==> src/pdw_cfg.svh <==
// constants for the power-down, wake-up and watchdog block
`ifndef PDW_CFG_SVH
`define PDW_CFG_SVH

`define PDW_ADR_WDOG_CTL 8'h00
`define PDW_ADR_SYSCTL 8'h04
`define PDW_ADR_CLKMODE 8'h08
`define PDW_ADR_WAKEMASK 8'h0c
`define PDW_ADR_STATUS 8'h10

`define PDW_WDOG_CTL_RESET 8'h53
`define PDW_KEY_OK_A 5'h15
`define PDW_KEY_OK_B 5'h0a
`define PDW_KEY_DEBOUNCE 2'h2

`define PDW_SYSCTL_KEEP_BIT 7
`define PDW_SYSCTL_FSEL_HI 5
`define PDW_SYSCTL_FSEL_LO 4
`define PDW_SYSCTL_LVR_BIT 2
`define PDW_SYSCTL_SPARE_BIT 1
`define PDW_SYSCTL_KEYRST_BIT 0
`define PDW_SYSCTL_RW_MASK 8'hb6

`define PDW_CLKMODE_IDLE_BIT 1
`define PDW_CLKMODE_RW_MASK 8'he3
`define PDW_CLKMODE_RESET 8'h03

`define PDW_STATUS_TMO_BIT 5
`define PDW_STATUS_PD_BIT 4

`define PDW_WDT_W 18

`endif

==> src/pdw_pkg.sv <==
// types shared by the power-down, wake-up and watchdog block
package pdw_pkg;

  typedef enum logic [3:0] {
    PDW_RUN = 4'b0001,
    PDW_SLEEP = 4'b0010,
    PDW_IDLE_OFF = 4'b0100,
    PDW_IDLE_ON = 4'b1000
  } pdw_state_t;

  typedef struct packed {
    logic [4:0] guard_key;
    logic [2:0] period_sel;
  } pdw_wdog_ctl_t;

  typedef struct packed {
    logic sys_clk_en;
    logic time_base_en;
    logic cpu_hold;
  } pdw_pwr_t;

endpackage

==> src/pdw_wdt.sv <==
// watchdog counter on the sub clock tick with selectable period
`timescale 1ns/1ps
`include "pdw_cfg.svh"

module pdw_wdt
  import pdw_pkg::*;
#(
  parameter int CNT_W = `PDW_WDT_W
)
(
  input wire logic clk_i,
  input wire logic rst_i,
  input wire logic tick_i,
  input wire logic clear_i,
  input wire logic [2:0] period_sel_i,
  output logic timeout_o
);

  logic [CNT_W-1:0] cnt;

  // mask of the low counter bits that make up the selected period
  function automatic logic [CNT_W-1:0] period_mask(input logic [2:0] sel);
    logic [4:0] bits;
    bits = 5'h0;
    case (sel)
      3'h0: bits = 5'h08;
      3'h1: bits = 5'h0a;
      3'h2: bits = 5'h0c;
      3'h3: bits = 5'h0e;
      3'h4: bits = 5'h0f;
      3'h5: bits = 5'h10;
      3'h6: bits = 5'h11;
      default: bits = 5'h12;
    endcase
    period_mask = CNT_W'((19'h1 << bits) - 19'h1);
  endfunction

  logic [CNT_W-1:0] mask;
  logic wrap;
  assign mask = period_mask(period_sel_i);
  assign wrap = tick_i && ((cnt & mask) == mask);

  always_ff @(posedge clk_i)
  begin
    if (rst_i || clear_i || wrap)
      cnt <= '0;
    else if (tick_i)
      cnt <= cnt + CNT_W'(1);
  end

  always_ff @(posedge clk_i)
  begin
    if (rst_i || clear_i)
      timeout_o <= 1'b0;
    else
      timeout_o <= wrap;
  end

endmodule // pdw_wdt

==> src/pdw_wake.sv <==
// wake-up detector for port a falling edges and interrupt requests
`timescale 1ns/1ps

module pdw_wake
#(
  parameter int PORT_W = 8,
  parameter int IRQ_W = 4
)
(
  input wire logic clk_i,
  input wire logic rst_i,
  input wire logic tick_i,
  input wire logic arm_i,
  input wire logic active_i,
  input wire logic [PORT_W-1:0] port_i,
  input wire logic [PORT_W-1:0] port_mask_i,
  input wire logic [IRQ_W-1:0] irq_req_i,
  output logic port_wake_o,
  output logic [IRQ_W-1:0] irq_wake_o
);

  logic [PORT_W-1:0] port_prev;
  logic [IRQ_W-1:0] irq_blocked;
  logic [PORT_W-1:0] port_fall;
  logic [IRQ_W-1:0] irq_new;

  assign port_fall = port_prev & ~port_i & port_mask_i;
  assign irq_new = irq_req_i & ~irq_blocked;

  always_ff @(posedge clk_i)
  begin
    if (rst_i)
      port_prev <= '0;
    else if (arm_i || tick_i)
      port_prev <= port_i;
  end

  always_ff @(posedge clk_i)
  begin
    if (rst_i)
      irq_blocked <= '0;
    else if (arm_i)
      irq_blocked <= irq_req_i;
  end

  always_ff @(posedge clk_i)
  begin
    if (rst_i || arm_i || !active_i)
    begin
      port_wake_o <= 1'b0;
      irq_wake_o <= '0;
    end
    else if (tick_i)
    begin
      port_wake_o <= |port_fall;
      irq_wake_o <= irq_new;
    end
    else
    begin
      port_wake_o <= 1'b0;
      irq_wake_o <= '0;
    end
  end

endmodule // pdw_wake

==> src/pdw_top.sv <==
// power-down control, wake-up and watchdog with wishbone registers
`timescale 1ns/1ps
`include "pdw_cfg.svh"

module pdw_top
  import pdw_pkg::*;
#(
  parameter int PORT_W = 8,
  parameter int IRQ_W = 4
)
(
  input wire logic clk_i,
  input wire logic rst_i,
  input wire logic wb_cyc_i,
  input wire logic wb_stb_i,
  input wire logic wb_we_i,
  input wire logic [7:0] wb_adr_i,
  input wire logic [3:0] wb_sel_i,
  input wire logic [31:0] wb_dat_i,
  output logic [31:0] wb_dat_o,
  output logic wb_ack_o,
  input wire logic halt_i,
  input wire logic clear_watchdog_instr_i,
  input wire logic sub_clk_i,
  input wire logic [PORT_W-1:0] porta_i,
  input wire logic [IRQ_W-1:0] irq_req_i,
  input wire logic [IRQ_W-1:0] irq_en_i,
  input wire logic stack_full_i,
  output pdw_pwr_t pwr_o,
  output pdw_state_t mode_o,
  output logic device_reset_o,
  output logic pc_sp_reset_o,
  output logic wake_o,
  output logic irq_service_o,
  output logic powerdown_flag_o,
  output logic timeout_flag_o
);

  pdw_state_t state;
  pdw_state_t next_state;
  pdw_wdog_ctl_t wdog_ctl;
  logic [7:0] sysctl;
  logic [7:0] clkmode;
  logic [PORT_W-1:0] wake_mask;
  logic pd_flag;
  logic tof;
  logic key_rst_flag;

  // pin synchronisers; the first stage feeds only the second
  logic sub_s1;
  logic sub_s2;
  logic sub_s3;
  logic [PORT_W-1:0] porta_s1;
  logic [PORT_W-1:0] porta_s2;
  logic sub_tick;

  always_ff @(posedge clk_i)
  begin
    if (rst_i)
    begin
      sub_s1 <= 1'b0;
      sub_s2 <= 1'b0;
      sub_s3 <= 1'b0;
      porta_s1 <= '1;
      porta_s2 <= '1;
    end
    else
    begin
      sub_s1 <= sub_clk_i;
      sub_s2 <= sub_s1;
      sub_s3 <= sub_s2;
      porta_s1 <= porta_i;
      porta_s2 <= porta_s1;
    end
  end

  assign sub_tick = sub_s2 && !sub_s3;

  // device reset: power-on, normal timeout or bad key
  logic soft_rst;
  logic any_rst;
  logic in_pd;
  logic wdt_to;
  logic key_bad;
  logic [1:0] key_cnt;
  logic key_fire;
  logic halt_take;
  logic wdt_clear;

  assign soft_rst = device_reset_o;
  assign any_rst = rst_i || soft_rst;
  assign in_pd = (state != PDW_RUN);
  assign halt_take = halt_i && (state == PDW_RUN);
  assign key_bad = (wdog_ctl.guard_key != `PDW_KEY_OK_A) &&
                   (wdog_ctl.guard_key != `PDW_KEY_OK_B);
  assign key_fire = key_bad && sub_tick && (key_cnt == `PDW_KEY_DEBOUNCE);

  assign wdt_clear = halt_take || clear_watchdog_instr_i || key_fire;

  // debounce a bad guard key on sub clock
  always_ff @(posedge clk_i)
  begin
    if (any_rst || !key_bad)
      key_cnt <= 2'h0;
    else if (sub_tick && key_cnt != `PDW_KEY_DEBOUNCE)
      key_cnt <= key_cnt + 2'h1;
  end

  pdw_wdt u_wdt (
    .clk_i(clk_i),
    .rst_i(any_rst),
    .tick_i(sub_tick),
    .clear_i(wdt_clear),
    .period_sel_i(wdog_ctl.period_sel),
    .timeout_o(wdt_to)
  );

  logic port_wake;
  logic [IRQ_W-1:0] irq_wake;

  pdw_wake #(
    .PORT_W(PORT_W),
    .IRQ_W(IRQ_W)
  ) u_wake (
    .clk_i(clk_i),
    .rst_i(any_rst),
    .tick_i(sub_tick),
    .arm_i(halt_take),
    .active_i(in_pd),
    .port_i(porta_s2),
    .port_mask_i(wake_mask),
    .irq_req_i(irq_req_i),
    .port_wake_o(port_wake),
    .irq_wake_o(irq_wake)
  );

  logic irq_serve;
  logic ev_wake;
  assign irq_serve = |(irq_wake & irq_en_i) && !stack_full_i;
  // any of the three wake sources
  assign ev_wake = port_wake || (|irq_wake) || wdt_to;

  // mode selection
  always_comb
  begin
    next_state = state;
    case (state)
      PDW_RUN:
      begin
        if (halt_take)
        begin
          if (!clkmode[`PDW_CLKMODE_IDLE_BIT])
            next_state = PDW_SLEEP;
          else if (sysctl[`PDW_SYSCTL_KEEP_BIT])
            next_state = PDW_IDLE_ON;
          else
            next_state = PDW_IDLE_OFF;
        end
      end
      PDW_SLEEP, PDW_IDLE_OFF, PDW_IDLE_ON:
      begin
        if (ev_wake)
          next_state = PDW_RUN;
      end
      default: next_state = PDW_RUN;
    endcase
  end

  always_ff @(posedge clk_i)
  begin
    if (any_rst)
      state <= PDW_RUN;
    else
      state <= next_state;
  end

  // clock gating and program freeze follow the state
  always_ff @(posedge clk_i)
  begin
    if (any_rst)
    begin
      pwr_o <= '{sys_clk_en: 1'b1, time_base_en: 1'b1, cpu_hold: 1'b0};
      mode_o <= PDW_RUN;
    end
    else
    begin
      pwr_o.sys_clk_en <= (next_state == PDW_RUN) ||
                          (next_state == PDW_IDLE_ON);
      pwr_o.time_base_en <= (next_state != PDW_SLEEP);
      pwr_o.cpu_hold <= (next_state != PDW_RUN);
      mode_o <= next_state;
    end
  end

  // reset and wake pulses
  always_ff @(posedge clk_i)
  begin
    if (any_rst)
    begin
      device_reset_o <= 1'b0;
      pc_sp_reset_o <= 1'b0;
      wake_o <= 1'b0;
      irq_service_o <= 1'b0;
    end
    else
    begin
      device_reset_o <= (wdt_to && !in_pd) || key_fire;
      // power-down timeout resets only pc and sp
      pc_sp_reset_o <= wdt_to && in_pd;
      // resume after halt unless timeout or service
      wake_o <= in_pd && !wdt_to && !irq_serve && (port_wake || (|irq_wake));
      // serve at once when enabled with stack room
      // otherwise resume and leave the request pending
      irq_service_o <= in_pd && !wdt_to && irq_serve;
    end
  end

  // status flags: of the resets only power-on clears them, other resets keep them; watchdog clear drops pd, halt drops tof
  always_ff @(posedge clk_i)
  begin
    if (rst_i)
      pd_flag <= 1'b0;
    else if (halt_take)
      pd_flag <= 1'b1;
    else if (clear_watchdog_instr_i)
      pd_flag <= 1'b0;
  end

  always_ff @(posedge clk_i)
  begin
    if (rst_i)
      tof <= 1'b0;
    else if (wdt_to)
      tof <= 1'b1;
    else if (halt_take)
      tof <= 1'b0;
  end

  always_ff @(posedge clk_i)
  begin
    if (rst_i)
    begin
      powerdown_flag_o <= 1'b0;
      timeout_flag_o <= 1'b0;
    end
    else
    begin
      powerdown_flag_o <= pd_flag;
      timeout_flag_o <= tof;
    end
  end

  // wishbone slave, one wait state; write lands on the ack edge
  logic wb_req;
  logic wb_wr;
  assign wb_req = wb_cyc_i && wb_stb_i;
  assign wb_wr = wb_req && wb_ack_o && wb_we_i && wb_sel_i[0];

  function automatic logic hit(input logic [7:0] adr, input logic [7:0] off);
    hit = (adr[7:2] == off[7:2]);
  endfunction

  logic [7:0] rd_byte;
  always_comb
  begin
    rd_byte = 8'h00;
    if (hit(wb_adr_i, `PDW_ADR_WDOG_CTL))
      rd_byte = wdog_ctl;
    else if (hit(wb_adr_i, `PDW_ADR_SYSCTL))
      rd_byte = {sysctl[7:1] & 7'h5b, key_rst_flag};
    else if (hit(wb_adr_i, `PDW_ADR_CLKMODE))
      rd_byte = clkmode;
    else if (hit(wb_adr_i, `PDW_ADR_WAKEMASK))
      rd_byte = 8'(wake_mask);
    else if (hit(wb_adr_i, `PDW_ADR_STATUS))
    begin
      rd_byte[`PDW_STATUS_TMO_BIT] = tof;
      rd_byte[`PDW_STATUS_PD_BIT] = pd_flag;
    end
  end

  always_ff @(posedge clk_i)
  begin
    if (rst_i)
    begin
      wb_ack_o <= 1'b0;
      wb_dat_o <= 32'h0;
    end
    else
    begin
      wb_ack_o <= wb_req && !wb_ack_o;
      if (wb_req && !wb_ack_o)
        wb_dat_o <= {24'h0, rd_byte};
    end
  end

  // reload on reset, kept on power-down timeout
  always_ff @(posedge clk_i)
  begin
    if (any_rst)
      wdog_ctl <= `PDW_WDOG_CTL_RESET;
    else if (wb_wr && hit(wb_adr_i, `PDW_ADR_WDOG_CTL))
      wdog_ctl <= wb_dat_i[7:0];
  end

  always_ff @(posedge clk_i)
  begin
    if (any_rst)
      sysctl <= 8'h00;
    else if (wb_wr && hit(wb_adr_i, `PDW_ADR_SYSCTL))
      sysctl <= wb_dat_i[7:0] & `PDW_SYSCTL_RW_MASK;
  end

  // set by key reset, set wins over clear
  always_ff @(posedge clk_i)
  begin
    if (rst_i)
      key_rst_flag <= 1'b0;
    else if (key_fire)
      key_rst_flag <= 1'b1;
    else if (wb_wr && hit(wb_adr_i, `PDW_ADR_SYSCTL) &&
             !wb_dat_i[`PDW_SYSCTL_KEYRST_BIT])
      key_rst_flag <= 1'b0;
  end

  always_ff @(posedge clk_i)
  begin
    if (any_rst)
      clkmode <= `PDW_CLKMODE_RESET;
    else if (wb_wr && hit(wb_adr_i, `PDW_ADR_CLKMODE))
      clkmode <= wb_dat_i[7:0] & `PDW_CLKMODE_RW_MASK;
  end

  // nothing here is touched by power-down entry
  always_ff @(posedge clk_i)
  begin
    if (any_rst)
      wake_mask <= '0;
    else if (wb_wr && hit(wb_adr_i, `PDW_ADR_WAKEMASK))
      wake_mask <= wb_dat_i[PORT_W-1:0];
  end

  // halt entry clears the counter through wdt_clear

endmodule // pdw_top

==> config.mk <==
export PLATFORM = sky130hd
export DESIGN_NAME = pdw_top
export DESIGN_NICKNAME = d
export VERILOG_FILES = /design/src/pdw_pkg.sv /design/src/pdw_wdt.sv /design/src/pdw_wake.sv /design/src/pdw_top.sv
export VERILOG_INCLUDE_DIRS = /design/src
export SDC_FILE = /design/constraint.sdc
export NUM_CORES = 1
export LEC_CHECK = 0
export ABC_AREA = 0
export BUFFER_PORTS_ARGS = -buffer_cell sky130_fd_sc_hd__buf_2
export CORE_MARGIN = 3
export CORE_UTILIZATION = 53
export DETAILED_ROUTE_END_ITERATION = 16
export GPL_TIMING_DRIVEN = 0
export PLACE_DENSITY_LB_ADDON = 0.12
export SLEW_MARGIN = 10
export SYNTH_ARGS = -nofsm -noshare
export SYNTH_HDL_FRONTEND = slang
export SYNTH_SLANG_ARGS = --single-unit
==> constraint.sdc <==
create_clock -name clk_i -period 2.46 [get_ports clk_i]
set_input_delay 0.369 -clock clk_i [delete_from_list [all_inputs] [get_ports clk_i]]
set_output_delay 0.369 -clock clk_i [all_outputs]
set_load 0.1 [all_outputs]
* After elaboration in Yosys (flattened, before gate mapping)
Cells that the tools add are included.
Operators by class: add/subtract/negate cells 3, shift operators 1, bitwise operators 8, reduce and logical (&&, ||, !) cells 55, equality and inequality tests 24, multiplexer cells 19
Operators with widths (count):
- $pmux 5 s7 | 1
- $logic_and 1x1->1 | 24
- $mux 8 | 3
- $mux 4 | 5
- $add 18x1->18 const B | 1
- $and 18x18->18 | 1
- $eq 18x18->1 | 1
- $shl 1x5->18 const A | 1
- $sub 18x1->18 const B | 1
- $and 8x8->8 | 2
- $logic_or 1x1->1 | 13
- $eq 6x2->1 const B | 2
- $eq 3x3->1 const B | 3
- $and 4x4->4 | 2
- $eq 4x1->1 const B | 2
- $eq 4x4->1 const B | 2
- $logic_not 1->1 | 8
- $ne 4x1->1 const B | 2
- $not 8->8 | 1
- $pmux 4 s2 | 1
- $reduce_or 4->1 | 2
- $reduce_or 8->1 | 1
- $eq 3x2->1 const B | 2
- $eq 6x1->1 const B | 1
- other kinds (19) | 28
Word-level totals: input port bits 69, output and inout port bits 46, flip-flop bits (word level) 108

* Longest topological paths before layout
Gate-level depths: netlist of run 1.
depth after elaboration 8, gate-level depth with buffers 7, gate-level depth less buffers 5

* Hierarchy
A second synthesis of run 1 with hierarchy kept.
Second synthesis, totals: cells, all modules 484, area total of the unflattened synthesis 4568.1 µm²
By module, submodules not included:
- pdw_top | cells each 311, area each 2970.3 µm², instances 1
- pdw_wdt | cells each 103, area each 915.9 µm², instances 1
- pdw_wake | cells each 70, area each 681.9 µm², instances 1

* Worst setup path before layout of run 1
OpenSTA, ideal clock, no wires.
path kind reg-to-reg, start point register mode_o[0] (netlist name), end point register u_wdt.cnt[10], cell stages (with the launch flop) 6, data required time 2.339 ns, library setup time 0.121 ns, setup slack 0.214 ns, path buffers 1, data arrival time 2.125 ns, cells stage by stage dfxtp_1 > nor4b_4 > nand2_1 > o211ai_2 > buf_2 > nor3_1
RTL lines:
- end signal, assigned | RTL line pdw_wdt.sv:48 | cnt <= cnt + CNT_W'(1);
- end, declared | RTL line pdw_wdt.sv:19 | logic [CNT_W-1:0] cnt;

* Worst setup path in the final report of run 1
start point register u_wdt.cnt[0], end point register u_wdt.cnt[16]
On the way: cells in the longest elaborated chain, start to end 4, elaborated cells on any way between the ends 5, those cells by class add/sub (1); eq/ne (1); bitwise (1); reduce/logical (2)
Ends and longest elaborated chain:
- branches (longest 4 deep; another with $add 18x1->18)
Parallel ways; which one is timed is not known. A chain may end at the register's enable or synchronous reset.

==> Implementation_results.wiki, run 1 <==
{| class="wikitable"
! Metric !! Value
|-
| Area of the mapped netlist || 4544 µm²
|-
| Cell types occupying the most area after synthesis || dfxtp_1, mux2i_1, nor2_1
|-
| Detailed route wirelength on metal2 || 4690 µm
|-
| LEAKAGE || 0.002339 µW
|-
| Worst path max stage delay || between 0.4 and 0.5 ns
|-
| Violation count after the first detailed-routing iteration || 96
|-
| Chip width || 98.60 µm
|-
| Sum of negative setup slack || 0 ns
|-
| Top Metal Used || met4
|-
| Post-detailed-route DRC marker count || 0
|-
| Met1 wire length || 4099 µm
|-
| Maximum fanout encountered on the critical timing path || 6
|-
| Max clock buf depth || 2
|-
| Dominant register cell in the synthesized netlist || dfxtp_1
|-
| Relative area change from synthesis to final layout || 15.42%
|-
| Syn Area/Cell || ~10 µm²
|-
| Amount of wire on met3 after detailed routing || 450 µm
|-
| Pre-antenna DRT Iters || 4
|-
| Area share of the largest cell type after synthesis || 0.4758
|-
| Total global-route track usage || 0.2024
|-
| Synth unique cells || 61
|-
| Clock buffers created by TritonCTS || 9
|-
| Clock tree from TritonCTS || yes
|-
| CTS sink count || 108
|-
| Reg-to-reg critical path endpoint || u_wdt.cnt[16]
|-
| Setup repair after global routing missed its margin || false
|-
| Yosys warns || 0
|-
| Number of synthesized flops with an enable pin || 0
|-
| Buffers inserted by post-CTS timing repair || 0
|-
| Routability Congestion || 0.8481
|-
| Critical Path AT || 2.25 ns
|-
| Worst-case hold path end point || porta_s1[6]
|-
| Via count of the first global-routing pass || approximately 3,400
|-
| Worst min-delay path category || primary input to flop
|-
| Critical Path RT || 2.75 ns
|-
| Number of maximum-capacitance violations || 0
|-
| Total vias in the final route || 3,499
|-
| Worst-path clk slew || 0.09 ns
|-
| Count of final setup violators || 0
|-
| Sum of overflow across all layers after global routing || 0
|-
| Synth Instances || 466
|-
| Detailed Route WL || 9380 µm
|-
| Worst Setup Slack, final || 0.4947 ns
|-
| First-pass GRT wire length || 15,910 µm
|-
| Largest clock skew in the final design || approximately 0.014 ns
|-
| Buffer type at the clock tree root || clkbuf_8
|-
| Final Core Density || 0.6352
|-
| Pre-CTS worst setup slack || 0.4255 ns
|-
| Critical Path Start Type || flop
|-
| CP top delay family || simple AND/OR/NAND/NOR gates
|-
| Worst hold path stage count || 2
|-
| Commonest cells in the netlist || dfxtp_1, nor2_1, mux2i_1
|-
| Cell type of the slowest stage on the worst timing path || dfxtp_1
|-
| Crit path buf inv count || 0
|-
| Post-detailed-route wirelength per cell || ~14 µm
|-
| Startpoint of the worst-slack reg-to-reg timing path || u_wdt.cnt[0]
|-
| Routed via count divided by cell count || 5.215
|-
| Critical path cell sequence || ha_1 -> nand3b_1 -> or3_4 -> or4_1 -> a211oi_2
|-
| Post-synth ARST share || 0
|-
| Number of register bits inferred by synthesis || 108
|-
| Max-Slew Margin vs Limit || 0.5459
|-
| Post-route clock period utilization || 0.7989
|-
| Worst hold start || porta_i[6]
|-
| Detail Placement HPWL || 7114 µm
|-
| Nets || 633
|-
| Capturing element type of the critical path || flop
|-
| # diodes || 0
|-
| Maximum level of the CTS H-tree || 3
|-
| Portion of the post-synthesis area used by sequential elements || 0.4758
|-
| Pin count of the biggest net entering global routing || 18
|-
| Effective utilization at floorplan || 0.5503
|-
| Hold Buf Count CTS || 0
|-
| Clk Latency, worst-skew pair || 0.37 ns
|-
| Maximum frequency from static timing analysis || between 0.5 and 0.6 GHz
|-
| IO Pins || 115
|-
| Number of hold violations in the final report || 0
|-
| Top cell type by total area after synthesis || dfxtp_1
|-
| Count of buffers from port buffering || 61
|-
| Placed standard-cell area || 5067 µm²
|-
| Antenna violations before repair || 0
|-
| Worst-Margin Slew || just under 0.7 ns
|-
| Category of the most critical setup path || flop to flop
|-
| Leading cell type by number of instances after synthesis || dfxtp_1
|-
| Flop2flop setup slack || 0.49 ns
|-
| Peak supply drop || 0.4124 mV
|-
| Count of instances resized after the clock tree is built || 0
|-
| Power per cell area || 618.0 nW/µm²
|-
| Time the worst path needs with I/O delays and setup || 1.965 ns
|-
| Share of cells above drive strength 1 || 0.2403
|-
| Cell Rows || 33
|-
| Status || finished, final reports clean
|-
| Max-slew violation count || 0
|-
| Post-layout instance area || between 5000 and 6000 µm²
|-
| Die extent in y || just under 100 µm
|-
| Cell count of the worst reg-to-reg path || 5
|-
| Full die area || 9721 µm²
|-
| Filler Cell Count || 734
|-
| Number of nets with antenna violations after routing || 0
|-
| Total core area || 8258 µm²
|}
[registers in the layout, summed over array words and instances, names as in the netlist, 2 cells and up]
signal and flops:
porta_s2 8, wb_dat_o 8, porta_s1 8, u_wdt.cnt 18, wdog_ctl 8, u_wake.irq_blocked 4
sysctl 5, key_cnt 2, u_wake.port_prev 8, pwr_o 3, u_wake.irq_wake_o 4, clkmode 5
mode_o 4, wake_mask 8
[how the worst max path moves through the flow]
stage / slack, ns / start / cells after the start / end
final: 0.49 / u_wdt.cnt[0] / 5 / u_wdt.cnt[16]
after global routing: 0.29 / sub_s2 / 6 / u_wdt.cnt[9]
after CTS: 0.47 / sub_s2 / 6 / u_wdt.cnt[9]
after detailed placement: 0.43 / wb_adr_i[7] / 5 / wdog_ctl[7]
after global placement: 0.48 / wb_adr_i[7] / 5 / wdog_ctl[6]
after floorplan: 0.21 / mode_o[0] / 5 / u_wdt.cnt[10]
[per-stage QoR]
step | power (µW) | cells | hold slack (ns)
after floorplan | 2203 | 489 | 0.3895
final | 3242 | 671 | 0.1800
after global placement | 2283 | 655 | 0.3929
after CTS | 3256 | 671 | 0.1707
after detailed placement | 2291 | 655 | 0.3923
after global routing | 3360 | 671 | 0.1692
[final cells by class]
class,count,area [µm²],area share
clock inverters,5,36.28,0.006918
repair buffers,61,305.3,0.05821
inverters,8,30.03,0.005725
plain buffers,41,249.0,0.04747
clock buffers,11,141.4,0.02696
well taps,105,131.4,0.02505
multi-input cells,332,2190,0.4175
flip-flops and latches,108,2162,0.4122
[per-layer routing]
layer | vias up | GRT usage
met2 | 76 | 0.3489
met1 | 1632 | 0.2578
met4 | 0 | 0.06933
li1 | 1778 | -
met3 | 13 | 0.03255
met5 | - | 0
[logic make-up after synthesis]
kind of cell | count (synthesis) | share of synthesized area
adder cells (fa/ha/maj) | 3 | 0.008261
buffers and inverters | 49 | 0.06140
XOR/XNOR | 14 | 0.02698
other | 1 | 0.0008252
AND/OR/NAND/NOR | 190 | 0.2349
multiplexers | 43 | 0.1035
AO/OA/AOI/OAI | 58 | 0.08838
flip-flops | 108 | 0.4758
[power by group]
part | internal [µW] | leakage (µW) | total [µW] | switching (µW)
Clock | 399 | 0.0000820 | 991 | 593
Combinational | 115 | 0.00138 | 442 | 327
Sequential | 1790 | 0.000879 | 1810 | 20.0
[worst register-to-register path, delay by kind of cell, from the launching register on]
kind / cells / cell delay, ns
AND/OR/NAND/NOR: 3 / 1.05
adder cells (fa/ha/maj): 1 / 0.19
AO/OA/AOI/OAI: 1 / 0.21
flip-flops: 1 / 0.44
[cells in the final DEF (no fill, tap or decap), types with 4 or more instances in the layout]
cell type	instances
buf_4	24
a211oi_1	4
clkbuf_1	13
or2_2	17
nand2_1	30
o21ai_0	8
conb_1	24
dfxtp_1	108
inv_1	8
nor4_1	6
and4_1	4
nand2b_1	4
nor2_1	50
mux2i_1	38
nor3_1	17
clkbuf_8	10
a22oi_1	7
nor2b_1	9
and3b_1	6
nor3b_1	4
nand3_1	7
a21oi_1	14
nand3b_1	4
nand4_1	6
xnor2_1	11
buf_2	65
and2_1	4
(Power assumes the default switching activity.)
==> run 2: changes to the inputs <==
Settings changed: CORE_UTILIZATION 53 to 48.
Clock period 2.46 ns to 1.69 ns, I/O delays scaled along.
==> Implementation_results.wiki, run 2 (synthesis gave the netlist of run 1 again) <==
{| class="wikitable"
! Metric !! Value
|-
| Critical path cell sequence || ha_4 -> nand3b_1 -> or3_4 -> or4_4 -> a211oi_2
|-
| Clk Latency, worst-skew pair || 0.36 ns (about the same)
|-
| Cell type of the slowest stage on the worst timing path || or3_4
|-
| Violation count after the first detailed-routing iteration || 110 (+15%)
|-
| CTS sink count || 108 (unchanged)
|-
| Clock tree from TritonCTS || yes
|-
| Routability Congestion || 0.8196 (-3.4%)
|-
| Nets || 653 (+3.2%)
|-
| Critical Path AT || 2.06 ns (-0.19 ns)
|-
| Setup repair after global routing missed its margin || true
|-
| Routed via count divided by cell count || 5.098 (-2.2%)
|-
| Count of final setup violators || 13 (+13)
|-
| Power, Total || 4737 µW (+46%)
|-
| Worst-Margin Slew || 0.5547 ns (-0.1265 ns)
|-
| Sum of overflow across all layers after global routing || 0 (unchanged)
|-
| Sum of negative setup slack || -0.5633 ns (-0.5633 ns)
|-
| Total global-route track usage || 0.1907 (-0.01166)
|-
| Cell Int Power || 3324 µW (+44%)
|-
| Max-Slew Margin vs Limit || 0.6302 (+0.08434)
|-
| Max FFs per register || 18 (unchanged)
|-
| Switching power share of the total || 0.2982 (+0.008338)
|-
| Power per cell area || 841.1 nW/µm² (+36%)
|-
| Post-route clock period utilization || 1.048 (+0.2493)
|-
| Startpoint of the worst-slack reg-to-reg timing path || u_wdt.cnt[0]
|-
| Maximum frequency from static timing analysis || 0.5645 GHz (+11%)
|-
| Detailed route wirelength on metal2 || 4983 µm (+6.2%)
|-
| Antenna violations before repair || 0 (unchanged)
|-
| Maximum fanout encountered on the critical timing path || 4 (-2)
|-
| Effective utilization at floorplan || 0.5063 (-0.04403)
|-
| Hold Buf Count CTS || 0 (unchanged)
|-
| Largest clock skew in the final design || 0.01092 ns (-0.002936 ns)
|-
| Buffer type at the clock tree root || clkbuf_8
|-
| Met1 wire length || 4710 µm (+15%)
|-
| Capturing element type of the critical path || flop
|-
| IO Pins || 115 (unchanged)
|-
| Post-detailed-route wirelength per cell || 14.30 µm (+2.3%)
|-
| Crit path buf inv count || 0 (unchanged)
|-
| Share of cells above drive strength 1 || 0.3396 (+0.09931)
|-
| Violations in the final reports || negative setup slack
|-
| CP top delay family || simple AND/OR/NAND/NOR gates
|-
| Worst-path clk slew || 0.10 ns (about the same)
|-
| Detail Placement HPWL || 7337 µm (+3.1%)
|-
| Clock buffers created by TritonCTS || 9 (unchanged)
|-
| Relative area change from synthesis to final layout || 23.93%
|-
| Proportion of power drawn by the clock network || 0.305 (about the same)
|-
| Die extent in y || 103.3 µm (+4.8%)
|-
| Maximum level of the CTS H-tree || 3 (unchanged)
|-
| Flop2flop setup slack || -0.08 ns (-0.58 ns)
|-
| LEAKAGE || 0.002508 µW (+7.2%)
|-
| Count of buffers from port buffering || 61 (unchanged)
|-
| Detailed Route WL || 10,180 µm (+8.5%)
|-
| Post-detailed-route DRC marker count || 0 (unchanged)
|-
| Cell Rows || 34 (+3.0%)
|-
| Max-slew violation count || 0 (unchanged)
|-
| Part of the total power dissipated in combinational logic || 0.142 (+0.006)
|-
| Cell count of the worst reg-to-reg path || 5 (unchanged)
|-
| Via count of the first global-routing pass || 3,355 (-0.27%)
|-
| Pre-antenna DRT Iters || 4 (unchanged)
|-
| Full die area || 10,670 µm² (+9.8%)
|-
| Critical Path Start Type || flop
|-
| Number of hold violations in the final report || 0 (unchanged)
|-
| Worst min-delay path category || primary input to flop
|-
| Number of maximum-capacitance violations || 0 (unchanged)
|-
| # diodes || 0 (unchanged)
|-
| Total core area || 8976 µm² (+8.7%)
|-
| Max clock buf depth || 2 (unchanged)
|-
| Worst Setup Slack, final || -0.08152 ns (-0.5762 ns)
|-
| Flop pwr share || 0.553 (-0.005)
|-
| Top Metal Used || met4
|-
| Worst hold start || porta_i[2]
|-
| Peak supply drop || 0.5427 mV (+32%)
|-
| First-pass GRT wire length || 15,830 µm (-0.52%)
|-
| Worst-case hold path end point || porta_s1[2]
|-
| Worst path max stage delay || 0.44 ns (about the same)
|-
| Reg-to-reg critical path endpoint || u_wdt.cnt[16]
|-
| Category of the most critical setup path || flop to flop
|-
| Net switching power || 1412 µW (+50%)
|-
| Amount of wire on met3 after detailed routing || 333 µm (-26%)
|-
| Chip width || 103.3 µm (+4.8%)
|-
| Status || complete, but fails checks
|-
| Pin count of the biggest net entering global routing || 19 (+1)
|-
| Commonest cells after routing, fill and taps aside || dfxtp_1, buf_2, nor2_1
|-
| Most common cell after layout, fill and taps aside || dfxtp_1
|-
| Worst hold path stage count || 2 (unchanged)
|-
| Register ranked first by flip-flop count || u_wdt.cnt
|-
| Total vias in the final route || 3,630 (+3.7%)
|-
| Number of nets with antenna violations after routing || 0 (unchanged)
|-
| Critical Path RT || 1.98 ns (-0.77 ns)
|-
| Time the worst path needs with I/O delays and setup || 1.772 ns (-0.1938 ns)
|}
run 2: cell count changes in the layout (fill, tap and decap cells not counted), sizes merged:
cell / before / now
buf: 90 / 110
clkbuf: 23 / 21
clkinv: 1 / 3
clkinvlp: 3 / 1
inv: 9 / 11
run 2: worst max-delay path by stage:
stage	startpoint	to	slack, ns	cells after the start
5_1_grt	u_wdt.cnt[0]	u_wdt.cnt[16]	-0.12	5
3_5_place_dp	sub_s2	u_wdt.cnt[5]	-0.31	6
3_3_place_gp	sub_s2	u_wdt.cnt[12]	-0.30	6
4_1_cts	u_wdt.cnt[0]	u_wdt.cnt[16]	-0.07	5
2_1_floorplan	u_wdt.cnt[0]	u_wdt.cnt[16]	-0.04	5
6_report	u_wdt.cnt[0]	u_wdt.cnt[16]	-0.08	5
run 2: stage by stage:
stage	instance area, µm²	utilization	hold WS [ns]	setup slack (ns)	std cells
after floorplan	4653	-	0.3251	-0.03921	489
after global placement	5116	0.5700	0.3938	-0.3003	676
after detailed placement	5116	0.5700	0.3928	-0.3068	676
after CTS	5348	0.5958	0.05924	-0.07391	694
after global routing	5632	0.6274	0.05806	-0.1235	712
final	5632	0.6274	0.07442	-0.08152	712
run 2: area by class of cell:
type | count | area [µm²]
inverter | 8 | 30.03
tap | 126 | 157.7
multi-input combinational | 332 | 2321
fill | 744 | 3344
clock buffer | 9 | 123.9
buffer | 41 | 270.3
clock inverter | 7 | 50.05
timing repair buffer | 81 | 459.2
sequential | 108 | 2220
run 2: per-layer routing:
layer,GRT usage,up-vias
met5,0,-
met4,0.06972,0
met3,0.03152,12
met2,0.3138,78
met1,0.2533,1724
li1,-,1816
run 2: power groups by stage:
stage | sequential, µW | combinational [µW] | clock [µW]
floorplan | 2750 | 452 | 0
global placement | 2690 | 640 | 0
detailed placement | 2690 | 645 | 0
CTS | 2630 | 650 | 1480
global route | 2630 | 721 | 1580
finish | 2620 | 674 | 1440
run 2: repair_timing:
item / in CTS / in global routing
pin swaps: 2 / 16
gates cloned: 0 / 0
gates resized for setup: 16 / 43
endpoints found under the setup margin: 33 / 55
buffers inserted: 2 / 18
run 2: worst reg2reg max path, stage by stage, from the launching register on:
cell and delay, ns:
dfxtp_4 0.41, ha_4 0.14, nand3b_1 0.13, or3_4 0.44, or4_4 0.42, a211oi_2 0.17
